===== config.mk =====
export PLATFORM = sky130hd
export DESIGN_NAME = svi_unit
export DESIGN_NICKNAME = d
export VERILOG_FILES = /design/src/design/svi_pkg.sv /design/src/design/svi_unit.sv
export SDC_FILE = /design/constraint.sdc
export NUM_CORES = 1
export LEC_CHECK = 0
export ABC_AREA = 1
export BUFFER_PORTS_ARGS = -buffer_cell sky130_fd_sc_hd__buf_2
export CORE_ASPECT_RATIO = 1.25
export CORE_MARGIN = 2
export CORE_UTILIZATION = 50
export DETAILED_ROUTE_END_ITERATION = 10
export GPL_ROUTABILITY_DRIVEN = 0
export MAX_ROUTING_LAYER = met4
export PLACE_DENSITY = 0.75
export RECOVER_POWER = 50
export SETUP_SLACK_MARGIN = 0.02
export SLEW_MARGIN = 20
export SYNTH_ARGS = -nofsm -noshare
export SYNTH_HDL_FRONTEND = slang
export SYNTH_SLANG_ARGS = --single-unit

===== constraint.sdc =====
create_clock -name CLK -period 1.55 [get_ports CLK]
set_input_delay 0.31 -clock CLK [delete_from_list [all_inputs] [get_ports CLK]]
set_output_delay 0.31 -clock CLK [all_outputs]
set_load 0.01 [all_outputs]

===== src/design/svi_pkg.sv =====
package svi_pkg;

    // Register offsets on the special function register port.
    localparam logic [8:0] OFS_EN_MAIN = 9'h00b;
    localparam logic [8:0] OFS_PEND_MAIN = 9'h00c;
    localparam logic [8:0] OFS_EN_AUX = 9'h00d;
    localparam logic [8:0] OFS_PEND_AUX = 9'h00e;
    localparam logic [8:0] OFS_OPTION = 9'h081;

    // Bit positions in the main enable and pending registers.
    localparam int BIT_CONV = 7;
    localparam int BIT_TIMER_B = 5;
    localparam int BIT_TIMER_A = 4;
    localparam int BIT_WAKE = 3;
    localparam int BIT_PIN_C = 2;
    localparam int BIT_PIN_B = 1;
    localparam int BIT_PIN_A = 0;

    // Bit positions in the auxiliary enable and pending registers.
    localparam int BIT_PIN_CHANGE = 6;
    localparam int BIT_PULSE = 1;
    localparam int BIT_LOW_VOLT = 0;

    // Edge select bits in the option register.
    localparam int BIT_EDGE_A = 6;
    localparam int BIT_EDGE_B = 5;

    // Implemented bits of each register; others read as zero.
    localparam logic [7:0] MASK_MAIN = 8'hbf;
    localparam logic [7:0] MASK_AUX = 8'h43;
    localparam logic [7:0] MASK_OPTION = 8'hef;

    // Reset values.
    localparam logic [7:0] RST_EN = 8'h00;
    localparam logic [7:0] RST_PEND = 8'h00;
    localparam logic [7:0] RST_OPTION = 8'h0f;

    // Common service vector and the inserted long call.
    localparam logic [11:0] SERVICE_VECTOR = 12'h004;

    // Source count, unused; set to 9 while the unit has ten sources.
    localparam int NUM_SRC = 9;

    // Service state of the unit.
    typedef enum logic [1:0] {
        SVC_IDLE = 2'b00,
        SVC_ACTIVE = 2'b01,
        SVC_RETURN = 2'b10
    } svi_svc_e;

    // Hardware event strobes from the peripherals, one cycle each.
    typedef struct packed {
        logic conv_done;
        logic timer_b_ovf;
        logic timer_a_ovf;
        logic wake_timeout;
        logic pulse_rollover;
        logic low_voltage;
    } svi_evt_s;

    // Register bus request.
    typedef struct packed {
        logic [8:0] addr;
        logic [7:0] wdata;
        logic wr;
        logic rd;
    } svi_bus_s;

    // Instruction sequencer handshake.
    typedef struct packed {
        logic instr_end;
        logic return_done;
    } svi_cpu_s;

    // Whole state of the unit.
    typedef struct packed {
        logic [7:0] en_main;
        logic [7:0] pend_main;
        logic [7:0] en_aux;
        logic [7:0] pend_aux;
        logic [7:0] option;
        logic [7:0] rdata;
        logic [2:0] pin_sync1;
        logic [2:0] pin_sync2;
        logic [2:0] pin_prev;
        logic [7:0] port_sync1;
        logic [7:0] port_sync2;
        logic [7:0] port_prev;
        svi_svc_e svc;
        logic insert_call;
    } svi_state_s;

endpackage


===== src/design/svi_unit.sv =====
module svi_unit #(
    parameter int PORT_W = 8
) (
    // Clock and reset.
    input wire logic CLK,
    input wire logic NRST,
    // Register port.
    input wire svi_pkg::svi_bus_s BUS,
    output logic [7:0] RDATA,
    // Peripheral event strobes, same clock.
    input wire svi_pkg::svi_evt_s EVT,
    // Asynchronous pins.
    input wire logic [2:0] EXT_PIN,
    input wire logic [PORT_W-1:0] PORT_PIN,
    // Instruction sequencer.
    input wire svi_pkg::svi_cpu_s CPU,
    output logic SERVICE_REQ,
    output logic INSERT_CALL,
    output logic [11:0] CALL_TARGET,
    output logic IN_SERVICE,
    // Wake timer control.
    output logic WAKE_TIMER_RUN,
    output logic WAKE_TIMER_CLEAR
);
    import svi_pkg::*;

    svi_state_s st_r;
    svi_state_s st_nxt;
    logic [7:0] rd_mux;
    logic [2:0] pin_fall;
    logic [2:0] pin_rise;
    logic port_edge;
    logic any_req;
    logic [7:0] set_main;
    logic [7:0] set_aux;

    // Edge detection reads only the second synchroniser stage and its delayed copy.
    assign pin_fall = st_r.pin_prev & ~st_r.pin_sync2;
    assign pin_rise = ~st_r.pin_prev & st_r.pin_sync2;
    assign port_edge = |(st_r.port_prev[PORT_W-1:0] ^ st_r.port_sync2[PORT_W-1:0]);

    // Request is the OR of every enabled pending flag; stays while any enabled flag stays set.
    assign any_req = |(st_r.pend_main & st_r.en_main & MASK_MAIN)
        | |(st_r.pend_aux & st_r.en_aux & MASK_AUX);

    // Hardware set terms for each flag.
    always_comb
    begin
        set_main = 8'h00;
        set_aux = 8'h00;
        set_main[BIT_CONV] = EVT.conv_done;
        set_main[BIT_TIMER_B] = EVT.timer_b_ovf;
        set_main[BIT_TIMER_A] = EVT.timer_a_ovf;
        set_main[BIT_WAKE] = EVT.wake_timeout && st_r.en_main[BIT_WAKE];
        set_main[BIT_PIN_C] = pin_fall[2];
        set_main[BIT_PIN_B] = st_r.option[BIT_EDGE_B] ? pin_rise[1] : pin_fall[1];
        set_main[BIT_PIN_A] = st_r.option[BIT_EDGE_A] ? pin_rise[0] : pin_fall[0];
        set_aux[BIT_PIN_CHANGE] = port_edge;
        set_aux[BIT_PULSE] = EVT.pulse_rollover;
        set_aux[BIT_LOW_VOLT] = EVT.low_voltage;
    end

    // Read mux; unmapped addresses read zero.
    always_comb
    begin
        if (BUS.addr == OFS_EN_MAIN)
            rd_mux = st_r.en_main;
        else if (BUS.addr == OFS_PEND_MAIN)
            rd_mux = st_r.pend_main;
        else if (BUS.addr == OFS_EN_AUX)
            rd_mux = st_r.en_aux;
        else if (BUS.addr == OFS_PEND_AUX)
            rd_mux = st_r.pend_aux;
        else if (BUS.addr == OFS_OPTION)
            rd_mux = st_r.option;
        else
            rd_mux = 8'h00;
    end

    // Next state of the whole unit.
    always_comb
    begin
        st_nxt = st_r;
        st_nxt.pin_sync1 = EXT_PIN;
        st_nxt.pin_sync2 = st_r.pin_sync1;
        st_nxt.pin_prev = st_r.pin_sync2;
        st_nxt.port_sync1 = 8'h00;
        st_nxt.port_sync1[PORT_W-1:0] = PORT_PIN;
        st_nxt.port_sync2 = st_r.port_sync1;
        st_nxt.port_prev = st_r.port_sync2;
        st_nxt.insert_call = 1'b0;
        st_nxt.rdata = BUS.rd ? rd_mux : 8'h00;

        // Register writes; pending flags only clear where a zero is written.
        if (BUS.wr)
        begin
            if (BUS.addr == OFS_EN_MAIN)
                st_nxt.en_main = BUS.wdata & MASK_MAIN;
            else if (BUS.addr == OFS_PEND_MAIN)
                st_nxt.pend_main = st_r.pend_main & BUS.wdata;
            else if (BUS.addr == OFS_EN_AUX)
                st_nxt.en_aux = BUS.wdata & MASK_AUX;
            else if (BUS.addr == OFS_PEND_AUX)
                st_nxt.pend_aux = st_r.pend_aux & BUS.wdata;
            else if (BUS.addr == OFS_OPTION)
                st_nxt.option = BUS.wdata & MASK_OPTION;
        end

        // Sets are applied after the clear so a coincident event is never lost.
        st_nxt.pend_main = (st_nxt.pend_main | set_main) & MASK_MAIN;
        st_nxt.pend_aux = (st_nxt.pend_aux | set_aux) & MASK_AUX;

        // Service sequencing. The flag stays up through the instruction after return.
        case (st_r.svc)
            SVC_IDLE:
            begin
                if (any_req && CPU.instr_end)
                begin
                    st_nxt.insert_call = 1'b1;
                    st_nxt.svc = SVC_ACTIVE;
                end
            end
            SVC_ACTIVE:
            begin
                if (CPU.return_done)
                    st_nxt.svc = SVC_RETURN;
            end
            SVC_RETURN:
            begin
                if (CPU.instr_end)
                    st_nxt.svc = SVC_IDLE;
            end
            default:
                st_nxt.svc = SVC_IDLE;
        endcase
    end

    // State register with synchronous reset.
    always_ff @(posedge CLK)
    begin
        if (!NRST)
        begin
            st_r <= '0;
            st_r.en_main <= RST_EN;
            st_r.en_aux <= RST_EN;
            st_r.pend_main <= RST_PEND;
            st_r.pend_aux <= RST_PEND;
            st_r.option <= RST_OPTION;
            st_r.svc <= SVC_IDLE;
            // Synchronisers keep following the pins through reset, so release brings no false edge.
            st_r.pin_sync1 <= st_nxt.pin_sync1;
            st_r.pin_sync2 <= st_nxt.pin_sync2;
            st_r.pin_prev <= st_nxt.pin_prev;
            st_r.port_sync1 <= st_nxt.port_sync1;
            st_r.port_sync2 <= st_nxt.port_sync2;
            st_r.port_prev <= st_nxt.port_prev;
        end
        else
            st_r <= st_nxt;
    end

    // Outputs. The request is masked while in service so the core cannot nest.
    assign RDATA = st_r.rdata;
    assign IN_SERVICE = (st_r.svc != SVC_IDLE);
    assign SERVICE_REQ = any_req && !IN_SERVICE;
    assign INSERT_CALL = st_r.insert_call;
    assign CALL_TARGET = SERVICE_VECTOR;
    assign WAKE_TIMER_RUN = st_r.en_main[BIT_WAKE];
    assign WAKE_TIMER_CLEAR = !st_r.en_main[BIT_WAKE];

    // Checks.
    property p_pend_sticky;
        @(posedge CLK) disable iff (!NRST)
        (EVT.conv_done) |=> st_r.pend_main[BIT_CONV];
    endproperty
    a_pend_sticky: assert property (p_pend_sticky) else $error("conv flag not set");

    property p_set_wins;
        @(posedge CLK) disable iff (!NRST)
        (BUS.wr && BUS.addr == OFS_PEND_AUX && EVT.low_voltage) |=> st_r.pend_aux[BIT_LOW_VOLT];
    endproperty
    a_set_wins: assert property (p_set_wins) else $error("event lost on clear");

    property p_accept;
        @(posedge CLK) disable iff (!NRST)
        (SERVICE_REQ && CPU.instr_end) |=> INSERT_CALL && IN_SERVICE;
    endproperty
    a_accept: assert property (p_accept) else $error("request not accepted");

    property p_only_end;
        @(posedge CLK) disable iff (!NRST)
        INSERT_CALL |-> $past(CPU.instr_end) && !$past(IN_SERVICE);
    endproperty
    a_only_end: assert property (p_only_end) else $error("call mid instruction");

    property p_no_nest;
        @(posedge CLK) disable iff (!NRST)
        IN_SERVICE |=> !INSERT_CALL;
    endproperty
    a_no_nest: assert property (p_no_nest) else $error("call while in service");

    property p_hold_after_ret;
        @(posedge CLK) disable iff (!NRST)
        (st_r.svc == SVC_ACTIVE && CPU.return_done) |=> IN_SERVICE;
    endproperty
    a_hold_after_ret: assert property (p_hold_after_ret) else $error("flag dropped early");

    property p_level;
        @(posedge CLK) disable iff (!NRST)
        (st_r.pend_main[BIT_TIMER_A] && st_r.en_main[BIT_TIMER_A] && !IN_SERVICE)
            |-> SERVICE_REQ;
    endproperty
    a_level: assert property (p_level) else $error("enabled flag not requesting");

    property p_write_one;
        @(posedge CLK) disable iff (!NRST)
        (BUS.wr && BUS.addr == OFS_PEND_MAIN && set_main == 8'h00)
            |=> st_r.pend_main == ($past(st_r.pend_main) & $past(BUS.wdata));
    endproperty
    a_write_one: assert property (p_write_one) else $error("pending write not a clear");

    property p_wake_stop;
        @(posedge CLK) disable iff (!NRST)
        (BUS.wr && BUS.addr == OFS_EN_MAIN && !BUS.wdata[BIT_WAKE])
            |=> WAKE_TIMER_CLEAR && !WAKE_TIMER_RUN;
    endproperty
    a_wake_stop: assert property (p_wake_stop) else $error("wake timer runs disabled");

    property p_read_lat;
        @(posedge CLK) disable iff (!NRST)
        (BUS.rd && BUS.addr == OFS_OPTION) |=> RDATA == $past(st_r.option);
    endproperty
    a_read_lat: assert property (p_read_lat) else $error("read data wrong");

    // Each hardware event leaves its flag set in the next cycle, enabled or not, except the wake timeout, which sets its flag only while enabled.
    property p_timer_b_set;
        @(posedge CLK) disable iff (!NRST)
        EVT.timer_b_ovf |=> st_r.pend_main[BIT_TIMER_B];
    endproperty
    a_timer_b_set: assert property (p_timer_b_set) else $error("timer b flag not set");

    property p_timer_a_set;
        @(posedge CLK) disable iff (!NRST)
        EVT.timer_a_ovf |=> st_r.pend_main[BIT_TIMER_A];
    endproperty
    a_timer_a_set: assert property (p_timer_a_set) else $error("timer a flag not set");

    property p_wake_set;
        @(posedge CLK) disable iff (!NRST)
        (EVT.wake_timeout && st_r.en_main[BIT_WAKE]) |=> st_r.pend_main[BIT_WAKE];
    endproperty
    a_wake_set: assert property (p_wake_set) else $error("wake flag not set");

    property p_pulse_set;
        @(posedge CLK) disable iff (!NRST)
        EVT.pulse_rollover |=> st_r.pend_aux[BIT_PULSE];
    endproperty
    a_pulse_set: assert property (p_pulse_set) else $error("pulse flag not set");

    property p_low_volt_set;
        @(posedge CLK) disable iff (!NRST)
        EVT.low_voltage |=> st_r.pend_aux[BIT_LOW_VOLT];
    endproperty
    a_low_volt_set: assert property (p_low_volt_set) else $error("low voltage flag not set");

    // Pin edges are judged on the second synchroniser stage and its delayed copy.
    property p_pin_c_fall;
        @(posedge CLK) disable iff (!NRST)
        (st_r.pin_prev[2] && !st_r.pin_sync2[2]) |=> st_r.pend_main[BIT_PIN_C];
    endproperty
    a_pin_c_fall: assert property (p_pin_c_fall) else $error("pin c fall missed");

    property p_pin_c_only_fall;
        @(posedge CLK) disable iff (!NRST)
        (!st_r.pend_main[BIT_PIN_C] && !(st_r.pin_prev[2] && !st_r.pin_sync2[2]))
            |=> !st_r.pend_main[BIT_PIN_C];
    endproperty
    a_pin_c_only_fall: assert property (p_pin_c_only_fall) else $error("pin c set on rise");

    property p_pin_a_edge;
        @(posedge CLK) disable iff (!NRST)
        (st_r.option[BIT_EDGE_A] ? (!st_r.pin_prev[0] && st_r.pin_sync2[0])
            : (st_r.pin_prev[0] && !st_r.pin_sync2[0])) |=> st_r.pend_main[BIT_PIN_A];
    endproperty
    a_pin_a_edge: assert property (p_pin_a_edge) else $error("pin a edge missed");

    property p_pin_b_edge;
        @(posedge CLK) disable iff (!NRST)
        (st_r.option[BIT_EDGE_B] ? (!st_r.pin_prev[1] && st_r.pin_sync2[1])
            : (st_r.pin_prev[1] && !st_r.pin_sync2[1])) |=> st_r.pend_main[BIT_PIN_B];
    endproperty
    a_pin_b_edge: assert property (p_pin_b_edge) else $error("pin b edge missed");

    property p_port_change;
        @(posedge CLK) disable iff (!NRST)
        (st_r.port_prev != st_r.port_sync2) |=> st_r.pend_aux[BIT_PIN_CHANGE];
    endproperty
    a_port_change: assert property (p_port_change) else $error("pin change missed");

    // Enable and option writes land as written, trimmed to the implemented bits; pending writes only clear.
    property p_en_main_wr;
        @(posedge CLK) disable iff (!NRST)
        (BUS.wr && BUS.addr == OFS_EN_MAIN) |=> st_r.en_main == ($past(BUS.wdata) & MASK_MAIN);
    endproperty
    a_en_main_wr: assert property (p_en_main_wr) else $error("main enable write wrong");

    property p_en_aux_wr;
        @(posedge CLK) disable iff (!NRST)
        (BUS.wr && BUS.addr == OFS_EN_AUX) |=> st_r.en_aux == ($past(BUS.wdata) & MASK_AUX);
    endproperty
    a_en_aux_wr: assert property (p_en_aux_wr) else $error("aux enable write wrong");

    property p_option_wr;
        @(posedge CLK) disable iff (!NRST)
        (BUS.wr && BUS.addr == OFS_OPTION) |=> st_r.option == ($past(BUS.wdata) & MASK_OPTION);
    endproperty
    a_option_wr: assert property (p_option_wr) else $error("option write wrong");

    property p_aux_clear;
        @(posedge CLK) disable iff (!NRST)
        (BUS.wr && BUS.addr == OFS_PEND_AUX && set_aux == 8'h00)
            |=> st_r.pend_aux == ($past(st_r.pend_aux) & $past(BUS.wdata));
    endproperty
    a_aux_clear: assert property (p_aux_clear) else $error("aux pending write wrong");

    property p_unused_zero;
        @(posedge CLK) disable iff (!NRST)
        ((st_r.en_main | st_r.pend_main) & ~MASK_MAIN) == 8'h00
            && ((st_r.en_aux | st_r.pend_aux) & ~MASK_AUX) == 8'h00;
    endproperty
    a_unused_zero: assert property (p_unused_zero) else $error("unused bit set");

    property p_wake_run;
        @(posedge CLK) disable iff (!NRST)
        (BUS.wr && BUS.addr == OFS_EN_MAIN && BUS.wdata[BIT_WAKE])
            |=> WAKE_TIMER_RUN && !WAKE_TIMER_CLEAR;
    endproperty
    a_wake_run: assert property (p_wake_run) else $error("wake timer not started");

    // Service sequencing around the return, and the source behind each request.
    property p_ret_clear;
        @(posedge CLK) disable iff (!NRST)
        (st_r.svc == SVC_RETURN && CPU.instr_end) |=> !IN_SERVICE;
    endproperty
    a_ret_clear: assert property (p_ret_clear) else $error("in service not cleared");

    property p_req_source;
        @(posedge CLK) disable iff (!NRST)
        SERVICE_REQ |-> (|(st_r.pend_main & st_r.en_main) || |(st_r.pend_aux & st_r.en_aux));
    endproperty
    a_req_source: assert property (p_req_source) else $error("request without source");

    c_accept: cover property (@(posedge CLK) disable iff (!NRST) INSERT_CALL);
    c_return: cover property (@(posedge CLK) disable iff (!NRST)
        IN_SERVICE && CPU.return_done ##[1:20] !IN_SERVICE);
    c_retrigger: cover property (@(posedge CLK) disable iff (!NRST)
        $fell(IN_SERVICE) ##[1:20] INSERT_CALL);
    c_pin_change: cover property (@(posedge CLK) disable iff (!NRST) port_edge);
    c_set_vs_clear: cover property (@(posedge CLK) disable iff (!NRST)
        BUS.wr && BUS.addr == OFS_PEND_MAIN && set_main != 8'h00);
endmodule


==> out/metrics.yaml <==
outcome: "finished, final reports clean"
setup_slack_ns: 0.0347
ff2ff_path_depth: 6
combPwrFrac: 0.059
layout_commonest_cell: "nand2_1"
final_cells: 469
grt_max_degree: 21
port_buffers: 52
detailroute.via_count: 2256
hp-class: "in -> reg"
die_height_um: 87.4
crit_fanout: 2
crit_start: "st_r[52]$_SDFF_PN0_"
synth.distinct_cells: 26
cts_root_buf: "clkbuf_8"
vias_per_cell: 4.81
avgSynthCellArea_um2: 8.02
crit_end: "SERVICE_REQ"
cts_inserted_buffers: 9
cts_sinks: 71
max_cap_viol_count: 0
synth_area_leaders: "dfxtp_1 51%, nand2_1 9.6%, inv_1 5.5%"
period_share: 0.978
dpl.cell_count: 451
yosysTopAreaCell: "dfxtp_1"
power_density_nw_per_um2: 1130
holdBufCountCts: 0
overflow: 0
path_clk_slew_ns: 0.07
htree_levels: 3
netlist_area_um2: 2780
grt_pass1_vias: 2038
routed_wirelength_um: 5520
power_leakage_nw: 1.57
drt_first_iter_violations: 156
power.share.clock: 0.424
grt_pass1_wl_um: 8760
initial_utilization: 0.515
finalCriticalPeriod_ns: 1.52
drive_gt1_frac: 0.254
track_usage: 0.187
postRouteAntennaNets: 0
peakVddDrop_v: 0.000925
fill_cells: 521
fmax_mhz: 660
synth_top_area_share: 0.511
critPathCaptureType: "output port"
antenna_found_initial: 0
fp.dieArea_um2: 6180
slew_violations: 0
power_frac_seq: 0.518
hold_viol: 0
ioPinCount: 65
switchingPower_w: 0.000800
seq_area_um2: 1430
core-area_um2: 5410
finalPower_w: 0.00371
hpwl_um: 3950
syn_to_final_growth_pct: 18.0
ys_ff_latch: 71
r2r_end: "st_r[1]$_SDFFE_PN0P_"
fin_nets: 441
crit_path_start_kind: "flip-flop"
crit_type: "reg -> out"
multi_input_area_um2: 1080
wl_per_cell_um: 11.8
yosys_warnings: 0
n_antenna_cell: 0
final_core_util: 0.608
finClkSkew_ns: 0.00596
ff2ff_setup_slack_ns: 0.53
p_int_w: 0.00291
rsz0062_at_grt: "yes"
p_sw_frac: 0.216
worstPathArrival_ns: 1.21
final_cell_mix: "70 x nand2_1, 62 x dfxtp_1, 52 x buf_2"
ys_seq_area_frac: 0.511
worstPathRequired_ns: 1.24
clk_path_buf_depth: 2
remaining_drc_errors: 0
reg2reg_from: "st_r[52]$_SDFF_PN0_"
finalHoldWorstSlack_ns: 0.0698
pre_cts_slack_ns: 0.0450
num_rows: 30
clock_latency_ns: 0.33
die_w_um: 70.7
drt-pass1-iter-count: 4
tritoncts: "yes"
netlist_instances: 347
setup_viol: 0
==> repair_timing <==
| item | in CTS | in global routing |
|---|---|---|
| gates resized for setup | 10 | 11 |
| pin swaps | 1 | 0 |
| endpoints found under the hold margin | 0 | 0 |
| endpoints found under the setup margin | 1 | 1 |
| buffers inserted | 3 | 0 |
==> logic make-up (layout without fill, tap and decap cells) <==
| group | count (synthesis) | after routing | synth area share |
|---|---|---|---|
| compound gates | 58 | 58 | 0.113 |
| xor+xnor | 8 | 8 | 0.0252 |
| buf+inv | 72 | 120 | 0.125 |
| flops | 71 | 71 | 0.511 |
| other cells | 2 | 12 | 0.00270 |
| simple gates | 136 | 136 | 0.224 |
==> layout make-up <==
cell class                 count  share of cell area
clock buffer                  11              0.0430
clock inverter                 4              0.0213
tap                           64              0.0244
timing repair buffer          57              0.0907
multi-input combinational    214               0.330
inverter                      48              0.0549
sequential                    71               0.436
==> critical path, cell delays in order (launching register included) <==
cell	delay, ns
dfxtp_2	0.33
nand2_1	0.08
nand2_2	0.08
a21oi_4	0.15
a31oi_1	0.10
buf_2	0.14
==> state kept, by name, indices dropped and copies added, names as in the netlist <==
signal          flops
st_r               39
INSERT_CALL         1
st_nxt             22
WAKE_TIMER_RUN      1
RDATA               8
==> routing by layer <==
metal,GRT usage,vias up,part of all wire
met5,-,-,0
met3,0.0544,10,0.061
li1,-,1175,-
met1,0.200,994,0.41
met2,0.319,77,0.51
met4,0.0892,0,0.018
==> how the worst min path moves through the flow <==
stage,startpoint,to,slack (ns),depth (start not counted)
final,EXT_PIN[2],st_nxt[32]$_DFF_P_,0.07,1
after global routing,EXT_PIN[2],st_nxt[32]$_DFF_P_,0.05,1
after CTS,EXT_PIN[1],st_nxt[31]$_DFF_P_,0.06,1
after detailed placement,st_nxt[14]$_DFF_P_,st_nxt[6]$_DFF_P_,0.31,0
after global placement,st_nxt[11]$_DFF_P_,st_nxt[3]$_DFF_P_,0.31,0
after floorplan,st_nxt[18]$_DFF_P_,st_nxt[10]$_DFF_P_,0.31,0
==> power groups by stage <==
| stage | logic, W | clock network (W) | registers [W] |
|---|---|---|---|
| after floorplan | 0.000143 | 0 | 0.00195 |
| after global placement | 0.000202 | 0 | 0.00196 |
| after detailed placement | 0.000207 | 0 | 0.00196 |
| after CTS | 0.000217 | 0.00160 | 0.00192 |
| after global routing | 0.000243 | 0.00168 | 0.00193 |
| final | 0.000218 | 0.00157 | 0.00192 |
==> cells in the mapped netlist <==
| cell type | number |
|---|---|
| nand2_1 | 71 |
| dfxtp_1 | 71 |
| nand3b_1 | 6 |
| clkbuf_1 | 2 |
| nor3_4 | 1 |
| nand2_2 | 2 |
| clkinv_1 | 2 |
| a31oi_1 | 3 |
| nor2_1 | 25 |
| o21ai_0 | 20 |
| a21oi_1 | 25 |
| conb_1 | 2 |
| xor2_1 | 8 |
| nor2_8 | 1 |
| nor3_2 | 1 |
| nor2_4 | 1 |
| nand3_1 | 22 |
| inv_1 | 41 |
| nor3_1 | 3 |
| o211ai_1 | 8 |
| inv_2 | 5 |
| nor2_2 | 2 |
| buf_2 | 2 |
| nand3_2 | 1 |
| o21ai_1 | 2 |
| buf_4 | 20 |
==> stage by stage <==
stage               instance area, µm²  setup TNS (ns)
finish                            3280               0
CTS                               3250               0
global placement                  3010               0
global route                      3280         -0.0144
floorplan                         2820               0
detailed placement                3010               0
Note: power is estimated with default switching activity, not from simulation.
